**src/include/jk_pair_defines.vh**
```
`ifndef JK_PAIR_DEFINES_VH
`define JK_PAIR_DEFINES_VH

`define JK_SYNC_STAGES   2
`define JK_STATE_RST     1'b0
`define JK_PIN_CLK_RST   1'b0
`define JK_PIN_ASYNC_RST 1'b1
`define JK_PIN_DATA_RST  1'b0

`endif

```
**src/rtl/jk_pin_sync.v**
```verilog
`timescale 1ns/1ns
// Two-stage synchroniser; the first stage feeds only the second
module jk_pin_sync #(
  parameter             WIDTH   = 1,
  parameter [WIDTH-1:0] RST_VAL = {WIDTH{1'b0}}
) (
  input  wire             clk_sys_i,
  input  wire             rst_n_i,
  input  wire [WIDTH-1:0] pin_i,
  output wire [WIDTH-1:0] sync_o
);
  reg [WIDTH-1:0] meta;
  reg [WIDTH-1:0] stable;

  always @(posedge clk_sys_i or negedge rst_n_i) begin
    if (!rst_n_i) begin
      meta   <= RST_VAL;
      stable <= RST_VAL;
    end else begin
      meta   <= pin_i;
      stable <= meta;
    end
  end

  assign sync_o = stable;
endmodule

```
**src/rtl/dual_jk_flip_flop.v**
```verilog
`timescale 1ns/1ns
`include "jk_pair_defines.vh"
// Pins are asynchronous to clk_sys_i, so every one is synchronised first.
// The price is a fixed latency of three system clocks from pin to output,
// and the pin clock must stay high and low for at least two system clocks.
// Both force pins low leaves the stored bit alone, so releasing both in
// one cycle brings the old value back.
module dual_jk_flip_flop #(
  parameter CHANNELS = 2
) (
  input  wire clk_sys_i,
  input  wire rst_n_i,
  input  wire ch0_edge_i,
  input  wire ch0_j_i,
  input  wire ch0_k_i,
  input  wire ch0_async_one_low_i,
  input  wire ch0_async_zero_low_i,
  output wire ch0_q_o,
  output wire ch0_q_n_o,
  input  wire ch1_edge_i,
  input  wire ch1_j_i,
  input  wire ch1_k_i,
  input  wire ch1_async_one_low_i,
  input  wire ch1_async_zero_low_i,
  output wire ch1_q_o,
  output wire ch1_q_n_o
);
  wire [CHANNELS-1:0] edge_pin;
  wire [CHANNELS-1:0] j_pin;
  wire [CHANNELS-1:0] k_pin;
  wire [CHANNELS-1:0] one_pin;
  wire [CHANNELS-1:0] zero_pin;
  wire [CHANNELS-1:0] edge_s;
  wire [CHANNELS-1:0] j_s;
  wire [CHANNELS-1:0] k_s;
  wire [CHANNELS-1:0] one_s;
  wire [CHANNELS-1:0] zero_s;
  reg  [CHANNELS-1:0] edge_d;
  reg  [CHANNELS-1:0] state;
  reg  [CHANNELS-1:0] q;
  reg  [CHANNELS-1:0] q_n;
  reg  [CHANNELS-1:0] next_state;
  reg  [CHANNELS-1:0] next_q_n;
  wire [CHANNELS-1:0] fall;
  wire [CHANNELS-1:0] both_low;
  wire [CHANNELS-1:0] next_q;

  // Lane 0 sits in bit 0 of every packed pin vector
  assign edge_pin = {ch1_edge_i, ch0_edge_i};
  assign j_pin    = {ch1_j_i, ch0_j_i};
  assign k_pin    = {ch1_k_i, ch0_k_i};
  assign one_pin  = {ch1_async_one_low_i, ch0_async_one_low_i};
  assign zero_pin = {ch1_async_zero_low_i, ch0_async_zero_low_i};

  // Clock pin resets low; a rise out of reset is never taken for a fall
  jk_pin_sync #(
    .WIDTH   (CHANNELS),
    .RST_VAL ({CHANNELS{`JK_PIN_CLK_RST}})
  ) u_sync_edge (
    .clk_sys_i (clk_sys_i),
    .rst_n_i   (rst_n_i),
    .pin_i     (edge_pin),
    .sync_o    (edge_s)
  );

  jk_pin_sync #(
    .WIDTH   (CHANNELS),
    .RST_VAL ({CHANNELS{`JK_PIN_DATA_RST}})
  ) u_sync_j (
    .clk_sys_i (clk_sys_i),
    .rst_n_i   (rst_n_i),
    .pin_i     (j_pin),
    .sync_o    (j_s)
  );

  jk_pin_sync #(
    .WIDTH   (CHANNELS),
    .RST_VAL ({CHANNELS{`JK_PIN_DATA_RST}})
  ) u_sync_k (
    .clk_sys_i (clk_sys_i),
    .rst_n_i   (rst_n_i),
    .pin_i     (k_pin),
    .sync_o    (k_s)
  );

  // Force pins reset inactive so leaving reset forces nothing
  jk_pin_sync #(
    .WIDTH   (CHANNELS),
    .RST_VAL ({CHANNELS{`JK_PIN_ASYNC_RST}})
  ) u_sync_one (
    .clk_sys_i (clk_sys_i),
    .rst_n_i   (rst_n_i),
    .pin_i     (one_pin),
    .sync_o    (one_s)
  );

  jk_pin_sync #(
    .WIDTH   (CHANNELS),
    .RST_VAL ({CHANNELS{`JK_PIN_ASYNC_RST}})
  ) u_sync_zero (
    .clk_sys_i (clk_sys_i),
    .rst_n_i   (rst_n_i),
    .pin_i     (zero_pin),
    .sync_o    (zero_s)
  );

  // Force pin decode, one-hot by priority; zero means no force is active
  localparam [2:0] FORCE_NONE = 3'h0;
  localparam [2:0] FORCE_ZERO = 3'h1;
  localparam [2:0] FORCE_ONE  = 3'h2;
  localparam [2:0] FORCE_BOTH = 3'h4;

  // J and K as sampled at an active fall, J in the upper bit
  localparam [1:0] JK_HOLD    = 2'h0;
  localparam [1:0] JK_ZERO    = 2'h1;
  localparam [1:0] JK_ONE     = 2'h2;
  localparam [1:0] JK_TOGGLE  = 2'h3;

  function [2:0] force_mode;
    input one_low;
    input zero_low;
    begin
      case ({one_low, zero_low})
        2'h0:    force_mode = FORCE_BOTH;
        2'h1:    force_mode = FORCE_ONE;
        2'h2:    force_mode = FORCE_ZERO;
        default: force_mode = FORCE_NONE;
      endcase
    end
  endfunction

  // Falling edge of a synchronised pin clock
  function fell;
    input prev_lvl;
    input cur_lvl;
    begin
      fell = prev_lvl & ~cur_lvl;
    end
  endfunction

  // Stored value after an active falling edge
  function jk_clocked;
    input cur;
    input j;
    input k;
    begin
      case ({j, k})
        JK_ONE:    jk_clocked = 1'b1;
        JK_ZERO:   jk_clocked = 1'b0;
        JK_TOGGLE: jk_clocked = ~cur;
        JK_HOLD:   jk_clocked = cur;
        default:   jk_clocked = cur;
      endcase
    end
  endfunction

  // Next value of one stage from its synchronised pins
  function [1:0] jk_next;
    input cur;
    input one_low;
    input zero_low;
    input fall_seen;
    input j;
    input k;
    begin
      jk_next = {cur, ~cur};
      case (force_mode(one_low, zero_low))
        FORCE_BOTH: jk_next = {cur, 1'b1};
        FORCE_ONE:  jk_next = 2'h2;
        FORCE_ZERO: jk_next = 2'h1;
        default: begin
          if (fall_seen) begin
            jk_next = {jk_clocked(cur, j, k), ~jk_clocked(cur, j, k)};
          end else begin
            jk_next = {cur, ~cur};
          end
        end
      endcase
    end
  endfunction

  // Each lane is a separate stage sharing nothing but the system clock and reset
  genvar g;
  generate
    for (g = 0; g < CHANNELS; g = g + 1) begin : lane
      assign fall[g]     = fell(edge_d[g], edge_s[g]);
      assign both_low[g] = (force_mode(one_s[g], zero_s[g]) == FORCE_BOTH);
      // Both outputs high only while both force pins are low
      assign next_q[g]   = next_state[g] | both_low[g];

      always @* begin
        {next_state[g], next_q_n[g]} = jk_next(state[g], one_s[g],
                                               zero_s[g], fall[g],
                                               j_s[g], k_s[g]);
      end

      // Edge history and stored state
      always @(posedge clk_sys_i or negedge rst_n_i) begin
        if (!rst_n_i) begin
          edge_d[g] <= `JK_PIN_CLK_RST;
          state[g]  <= `JK_STATE_RST;
        end else begin
          edge_d[g] <= edge_s[g];
          state[g]  <= next_state[g];
        end
      end

      // Outputs are flopped so both pins move on the same clock edge
      always @(posedge clk_sys_i or negedge rst_n_i) begin
        if (!rst_n_i) begin
          q[g]   <= `JK_STATE_RST;
          q_n[g] <= ~`JK_STATE_RST;
        end else begin
          q[g]   <= next_q[g];
          q_n[g] <= next_q_n[g];
        end
      end
    end
  endgenerate

  assign ch0_q_o   = q[0];
  assign ch0_q_n_o = q_n[0];
  assign ch1_q_o   = q[1];
  assign ch1_q_n_o = q_n[1];
endmodule

```
**config.mk**
```make
export PLATFORM = sky130hd
export DESIGN_NAME = dual_jk_flip_flop
export DESIGN_NICKNAME = d
export VERILOG_FILES = /design/src/rtl/jk_pin_sync.v /design/src/rtl/dual_jk_flip_flop.v
export VERILOG_INCLUDE_DIRS = /design/src /design/src/include
export SDC_FILE = /design/constraint.sdc
export NUM_CORES = 1
export LEC_CHECK = 0
export ABC_AREA = 1
export BUFFER_PORTS_ARGS = -buffer_cell sky130_fd_sc_hd__buf_4
export CORE_MARGIN = 4
export CORE_UTILIZATION = 54
export CTS_CLUSTER_DIAMETER = 150
export DETAILED_ROUTE_END_ITERATION = 8
export PLACE_DENSITY_LB_ADDON = 0.05
export SYNTH_ARGS = -nofsm -noshare
export SYNTH_HDL_FRONTEND = slang
export SYNTH_SLANG_ARGS = --single-unit
export TNS_END_PERCENT = 100
```
**constraint.sdc**
```tcl
create_clock -name clk_sys_i -period 2.59 [get_ports clk_sys_i]
set_clock_uncertainty 0.1 [all_clocks]
set_input_delay 0.6475 -clock clk_sys_i [delete_from_list [all_inputs] [get_ports clk_sys_i]]
set_output_delay 0.6475 -clock clk_sys_i [all_outputs]
set_load 0.1 [all_outputs]
```
==> results.json, run 1 <==
{
  "drtAntennaViolNets": 0,
  "grt_max_degree": 29,
  "initial_core_util_pct": 60.1,
  "holdCritPathClass": "primary input to asynchronous set/reset pin",
  "design_area_sq_um": 1000,
  "status": "finished, final reports clean",
  "start_kind": "flip-flop",
  "portBuffers": 15,
  "htree_levels": 1,
  "final_cell_mix": "18 x dfrtp_1, 15 x buf_4, 12 x nand2_1",
  "dp_cells": 82,
  "slew_viol_final": 0,
  "critPathSlowestCell": "dfstp_2",
  "synth_cell_type_count": 7,
  "die-area_sq_um": 2210,
  "clock.fmax_mhz": 533,
  "synthesis.area_sq_um": 821,
  "worst_pin_slew_ns": 0.318,
  "fin_nets": 84,
  "antenna_found_initial": 0,
  "drtIter0Drc": 3,
  "setup-violations-final": 0,
  "synth_top_area_share_pct": 54.9,
  "yosysWarnings": 0,
  "area_growth_pct": 22.4,
  "die_h_microns": 47.0,
  "peakVddDrop_mv": 0.527,
  "cts_repair_resize_count": 0,
  "core_area_sq_um": 1370,
  "synth_seq_area_share_pct": 86.9,
  "fp-row-count": 13,
  "gp_congestion": 0.758,
  "grt_pass1_wl_microns": 1500,
  "cts_num_sinks": 28,
  "mostFrequentLayoutCell": "dfrtp_1",
  "slowest_delay_ns": 0.54,
  "placed_cell_area_sq_um": 952,
  "synth_area_leader_cell": "dfrtp_1",
  "rsz0062_at_grt": "no",
  "cp_top_family": "flip-flops",
  "routedWlPerCell_microns": 10.3,
  "cts_tree": "done",
  "cts_setup_buffers": 0,
  "multi_input_area_sq_um": 92.6,
  "antenna_cells": 0,
  "numCtsBuffers": 3,
  "grt_use_total_pct": 10.4,
  "cts_root_buffer": "clkbuf_4",
  "cts_hold_buf": 0,
  "io_pins": 16,
  "maxSlewHeadroom_pct": 78.8,
  "cts.path.max_buffers": 2,
  "crit_start": "ch0_q_n_o",
  "worstSkewPairLatency_ns": 0.31,
  "cp_cell_sequence": "buf_4",
  "dp_hpwl_microns": 654,
  "nFillCells": 90,
  "remaining_drc_errors": 0,
  "yosys-top-cells-area": "dfrtp_1 55%, dfstp_2 32%, nand2_1 5.5%",
  "min_period_ns": 1.88,
  "drive_above_1_share_pct": 40.8,
  "die_w_microns": 47.0,
  "postSynthCellCount": 52,
  "path_buf_inv": 1,
  "grt-ovfl-total": 0,
  "required_ns": 1.84,
  "critPathMaxFanout": 1,
  "wl_microns": 887,
  "syn_nets": 64,
  "instances_no_fill": 86,
  "finalCritPeriodShare_pct": 72.5,
  "fin_hold_ws_ns": 0.109,
  "avgSynthCellArea_sq_um": 15.8,
  "endpoint_kind": "output pin",
  "seq_area_sq_um": 713,
  "hold_violations": 0,
  "path_clk_slew_ns": 0.13,
  "cp.arrival_ns": 1.13,
  "maxCapViolations": 0,
  "first_pass_iters": 2,
  "tns_ns": 0,
  "p_leak_uw": 0.000487,
  "grt_pass1_vias": 399,
  "ys_seq_elements": 28,
  "worstSetupPathType": "flip-flop to output pin",
  "p_per_area_nw_per_um2": 829,
  "r2r-start": "u_sync_edge.sync_o[0]",
  "num_vias": 404,
  "viasPerCell": 4.70
}
## logic make-up (layout without fill, tap and decap cells)
family | Yosys count | count (layout) | share of synthesized area (%)
compound gates | 2 | 2 | 1.83
buf+inv | 4 | 23 | 1.83
simple gates | 18 | 18 | 9.45
flops | 28 | 28 | 86.9
## cell usage after synthesis
master / n
dfrtp_1: 18
nand2_1: 12
dfstp_2: 10
inv_1: 4
nand3_1: 4
nand4_1: 2
o21bai_1: 2
## path summary, 6_finish.rpt
path                                         end  slack (ns)  cells after the start
setup / recovery                       ch0_q_n_o        0.71                      1
hold / removal                           ch0_q_o        0.11                      1
setup reg to reg                        state[0]        1.64                      4
hold reg to reg            u_sync_edge.sync_o[1]        0.26                      0
max in group asynchronous   u_sync_one.sync_o[1]        1.98                      1
min in group clk_sys_i     u_sync_edge.sync_o[1]        0.26                      0
## report_power, final
group	total, uW	internal (uW)	switching, uW	leakage (uW)
registers	481	470	11.1	0.000313
clock network	267	156	111	0.0000279
logic	84.1	24.2	59.9	0.000146
## final cells by class
| cell class | instances | share of cell area [%] |
|---|---|---|
| clock inverters | 1 | 2.99 |
| repair buffers | 15 | 11.2 |
| multi-input cells | 20 | 9.22 |
| inverters | 4 | 1.49 |
| flip-flops and latches | 28 | 71.0 |
| clock buffers | 3 | 2.24 |
| well taps | 15 | 1.87 |
## per-layer routing
metal  wire length, microns  global-route usage (%)  vias to the layer above
li1                       -                       -                      200
met2                    384                    16.0                       20
met3                    105                    4.98                        2
met4                     17                    7.18                        0
met1                    381                    11.2                      182
met5                      0                       0                        -
## through the flow
stage | power, uW | setup WS (ns) | util (%)
3_5_place_dp | 575 | 1.07 | 69.7
4_1_cts | 842 | 0.702 | 73.5
5_1_grt | 870 | 0.671 | 73.5
6_report | 833 | 0.713 | 73.5
2_1_floorplan | 541 | 0.959 | -
3_3_place_gp | 572 | 1.07 | 69.7
(Power assumes the default switching activity.)
==> run 2: changes to the inputs <==
--- a/config.mk
+++ b/config.mk
@@ -6,10 +6,10 @@
 export SDC_FILE = /design/constraint.sdc
 export NUM_CORES = 1
 export LEC_CHECK = 0
-export ABC_AREA = 1
+export ABC_AREA = 0
 export BUFFER_PORTS_ARGS = -buffer_cell sky130_fd_sc_hd__buf_4
 export CORE_MARGIN = 4
-export CORE_UTILIZATION = 54
+export CORE_UTILIZATION = 45
 export CTS_CLUSTER_DIAMETER = 150
 export DETAILED_ROUTE_END_ITERATION = 8
 export PLACE_DENSITY_LB_ADDON = 0.05
==> constraint.sdc (replaced) <==
create_clock -name clk_sys_i -period 1.7 [get_ports clk_sys_i]
set_clock_uncertainty 0.1 [all_clocks]
set_input_delay 0.425 -clock clk_sys_i [delete_from_list [all_inputs] [get_ports clk_sys_i]]
set_output_delay 0.425 -clock clk_sys_i [all_outputs]
set_load 0.1 [all_outputs]
==> results.json, run 2 <==
{
  "numCtsBuffers": 3,
  "cts_tree": "done",
  "finalCritPeriodShare_pct": 96.4,
  "r2r-start": "state[1]",
  "portBuffers": 15,
  "crit_start": "ch1_q_n_o",
  "cp.arrival_ns": 1.11,
  "avgSynthCellArea_sq_um": 18.8,
  "synth_cell_type_count": 17,
  "mostFrequentLayoutCell": "dfrtp_1",
  "worst_pin_slew_ns": 0.320,
  "cts_repair_resize_count": 0,
  "cts_root_buffer": "clkbuf_4",
  "dp_cells": 85,
  "nFillCells": 157,
  "yosysWarnings": 0,
  "syn_nets": 57,
  "synth_seq_area_share_pct": 84.2,
  "remaining_drc_errors": 0,
  "synthesis.area_sq_um": 847,
  "maxSlewHeadroom_pct": 78.7,
  "r2r_end": "state[1]",
  "gp_congestion": 0.679,
  "core_area_sq_um": 1760,
  "postSynthCellCount": 45,
  "drive_above_1_share_pct": 43.8,
  "grt_max_degree": 29,
  "viasPerCell": 4.69,
  "yosys-top-cells-area": "dfrtp_1 53%, dfstp_2 31%, o221ai_1 2.1%",
  "synth_common_cells": "18 x dfrtp_1, 10 x dfstp_2, 2 x nand2b_1, 2 x o221ai_1",
  "grt_use_total_pct": 8.05,
  "min_period_ns": 1.64,
  "final_cell_mix": "18 x dfrtp_1, 15 x buf_4, 10 x dfstp_2",
  "maxCapViolations": 0,
  "cp_top_family": "flip-flops",
  "critPathSlowestCell": "dfstp_2",
  "worstSkewPairLatency_ns": 0.30,
  "drtIter0Drc": 8,
  "ys_seq_elements": 28,
  "synth_area_leader_cell": "dfrtp_1",
  "grt-ovfl-total": 0,
  "hold_violations": 0,
  "die-area_sq_um": 2640,
  "crit_cells": 1,
  "p_leak_uw": 0.000455,
  "worstSetupPathType": "flip-flop to output pin",
  "hold_start": "ch1_async_one_low_i",
  "start_kind": "flip-flop",
  "io_pins": 16,
  "instances_no_fill": 89,
  "grt_pass1_wl_microns": 1560,
  "holdCritPathClass": "primary input to flip-flop",
  "tns_ns": 0,
  "die_h_microns": 51.4,
  "fp-row-count": 15,
  "setup-violations-final": 0,
  "cp_cell_sequence": "buf_4",
  "num_vias": 417,
  "cts_hold_buf": 1,
  "htree_levels": 1,
  "fin_util_pct": 58.0,
  "required_ns": 1.17,
  "die_w_microns": 51.4,
  "synth.most_common_cell": "dfrtp_1",
  "path_buf_inv": 1,
  "cts.path.max_buffers": 2,
  "finalPower_uw": 1120,
  "critPathMaxFanout": 1,
  "p_per_area_nw_per_um2": 1100,
  "slowest_delay_ns": 0.54,
  "endpoint_kind": "output pin",
  "cts_num_sinks": 28,
  "antenna_found_initial": 0,
  "synth_flop_cell": "dfrtp_1",
  "antenna_cells": 0,
  "r2r_cells": 2,
  "ff2ff_setup_slack_ns": 0.50,
  "initial_core_util_pct": 48.0,
  "status": "finished, final reports clean",
  "fin_nets": 78,
  "routedWlPerCell_microns": 10.9,
  "synth_edf_count": 0,
  "path_clk_slew_ns": 0.13,
  "grt_pass1_vias": 395,
  "worstSetupEndpoint": "ch1_q_n_o",
  "cts_setup_buffers": 0,
  "area_growth_pct": 20.8,
  "wl_microns": 969,
  "drtAntennaViolNets": 0,
  "clock.fmax_mhz": 610,
  "rsz0062_at_grt": "no",
  "fin_hold_ws_ns": 0.112,
  "peakVddDrop_mv": 0.630,
  "async_flop_share_pct": 100,
  "first_pass_iters": 4,
  "synth_top_area_share_pct": 53.2,
  "slew_viol_final": 0
}
-- run 2: changes by cell type in the layout (fill, tap and decap cells not counted), sizes merged, moves of 2 or more --
| cell | change |
|---|---|
| o221ai | +2 |
| inv | -3 |
| nand4 | -2 |
| nand3 | -4 |
| nand2b | +2 |
| nand2 | -11 |
-- run 2: final cells by class --
cell class	instances	area [sq um]	area share [%]
clock buffers	3	22.5	2.20
inverters	1	3.75	0.367
flip-flops and latches	28	713	69.7
repair buffers	16	123	12.0
well taps	25	31.3	3.06
multi-input cells	16	130	12.7
-- run 2: worst min path at each step --
| stage | depth (start not counted) | endpoint | slack [ns] |
|---|---|---|---|
| 2_1_floorplan | 0 | ch0_q_o | 0.03 |
| 3_3_place_gp | 0 | u_sync_edge.sync_o[0] | 0.24 |
| 3_5_place_dp | 0 | u_sync_edge.sync_o[0] | 0.24 |
| 4_1_cts | 1 | u_sync_one.meta[1] | 0.10 |
| 5_1_grt | 1 | u_sync_one.meta[1] | 0.08 |
| 6_report | 1 | u_sync_one.meta[1] | 0.11 |
-- run 2: metal layers --
| layer | global-route usage [%] | up-vias | wire length (microns) |
|---|---|---|---|
| li1 | - | 198 | - |
| met5 | 0 | - | 0 |
| met1 | 11.2 | 199 | 447 |
| met4 | 2.62 | 0 | 0 |
| met3 | 3.50 | 0 | 89 |
| met2 | 11.2 | 20 | 432 |
-- run 2: cell families (layout without fill, tap and decap cells) --
family,after synthesis,count (layout),synth area share (%)
AO/OA/AOI/OAI,7,7,7.68
flip-flops,28,28,84.2
AND/OR/NAND/NOR,9,9,7.68
buffers and inverters,1,20,0.443
-- run 2: where the power goes --
part,internal [uW],switching [uW]
clock,82.5,159
sequential,718,18.3
combinational,46.1,100
-- run 2: stage by stage --
step           area, sq um  worst slack [ns]
2_1_floorplan          847             0.292
3_3_place_gp           991             0.405
6_report              1020            0.0612
3_5_place_dp           991             0.406
4_1_cts               1020            0.0491
5_1_grt               1020            0.0162
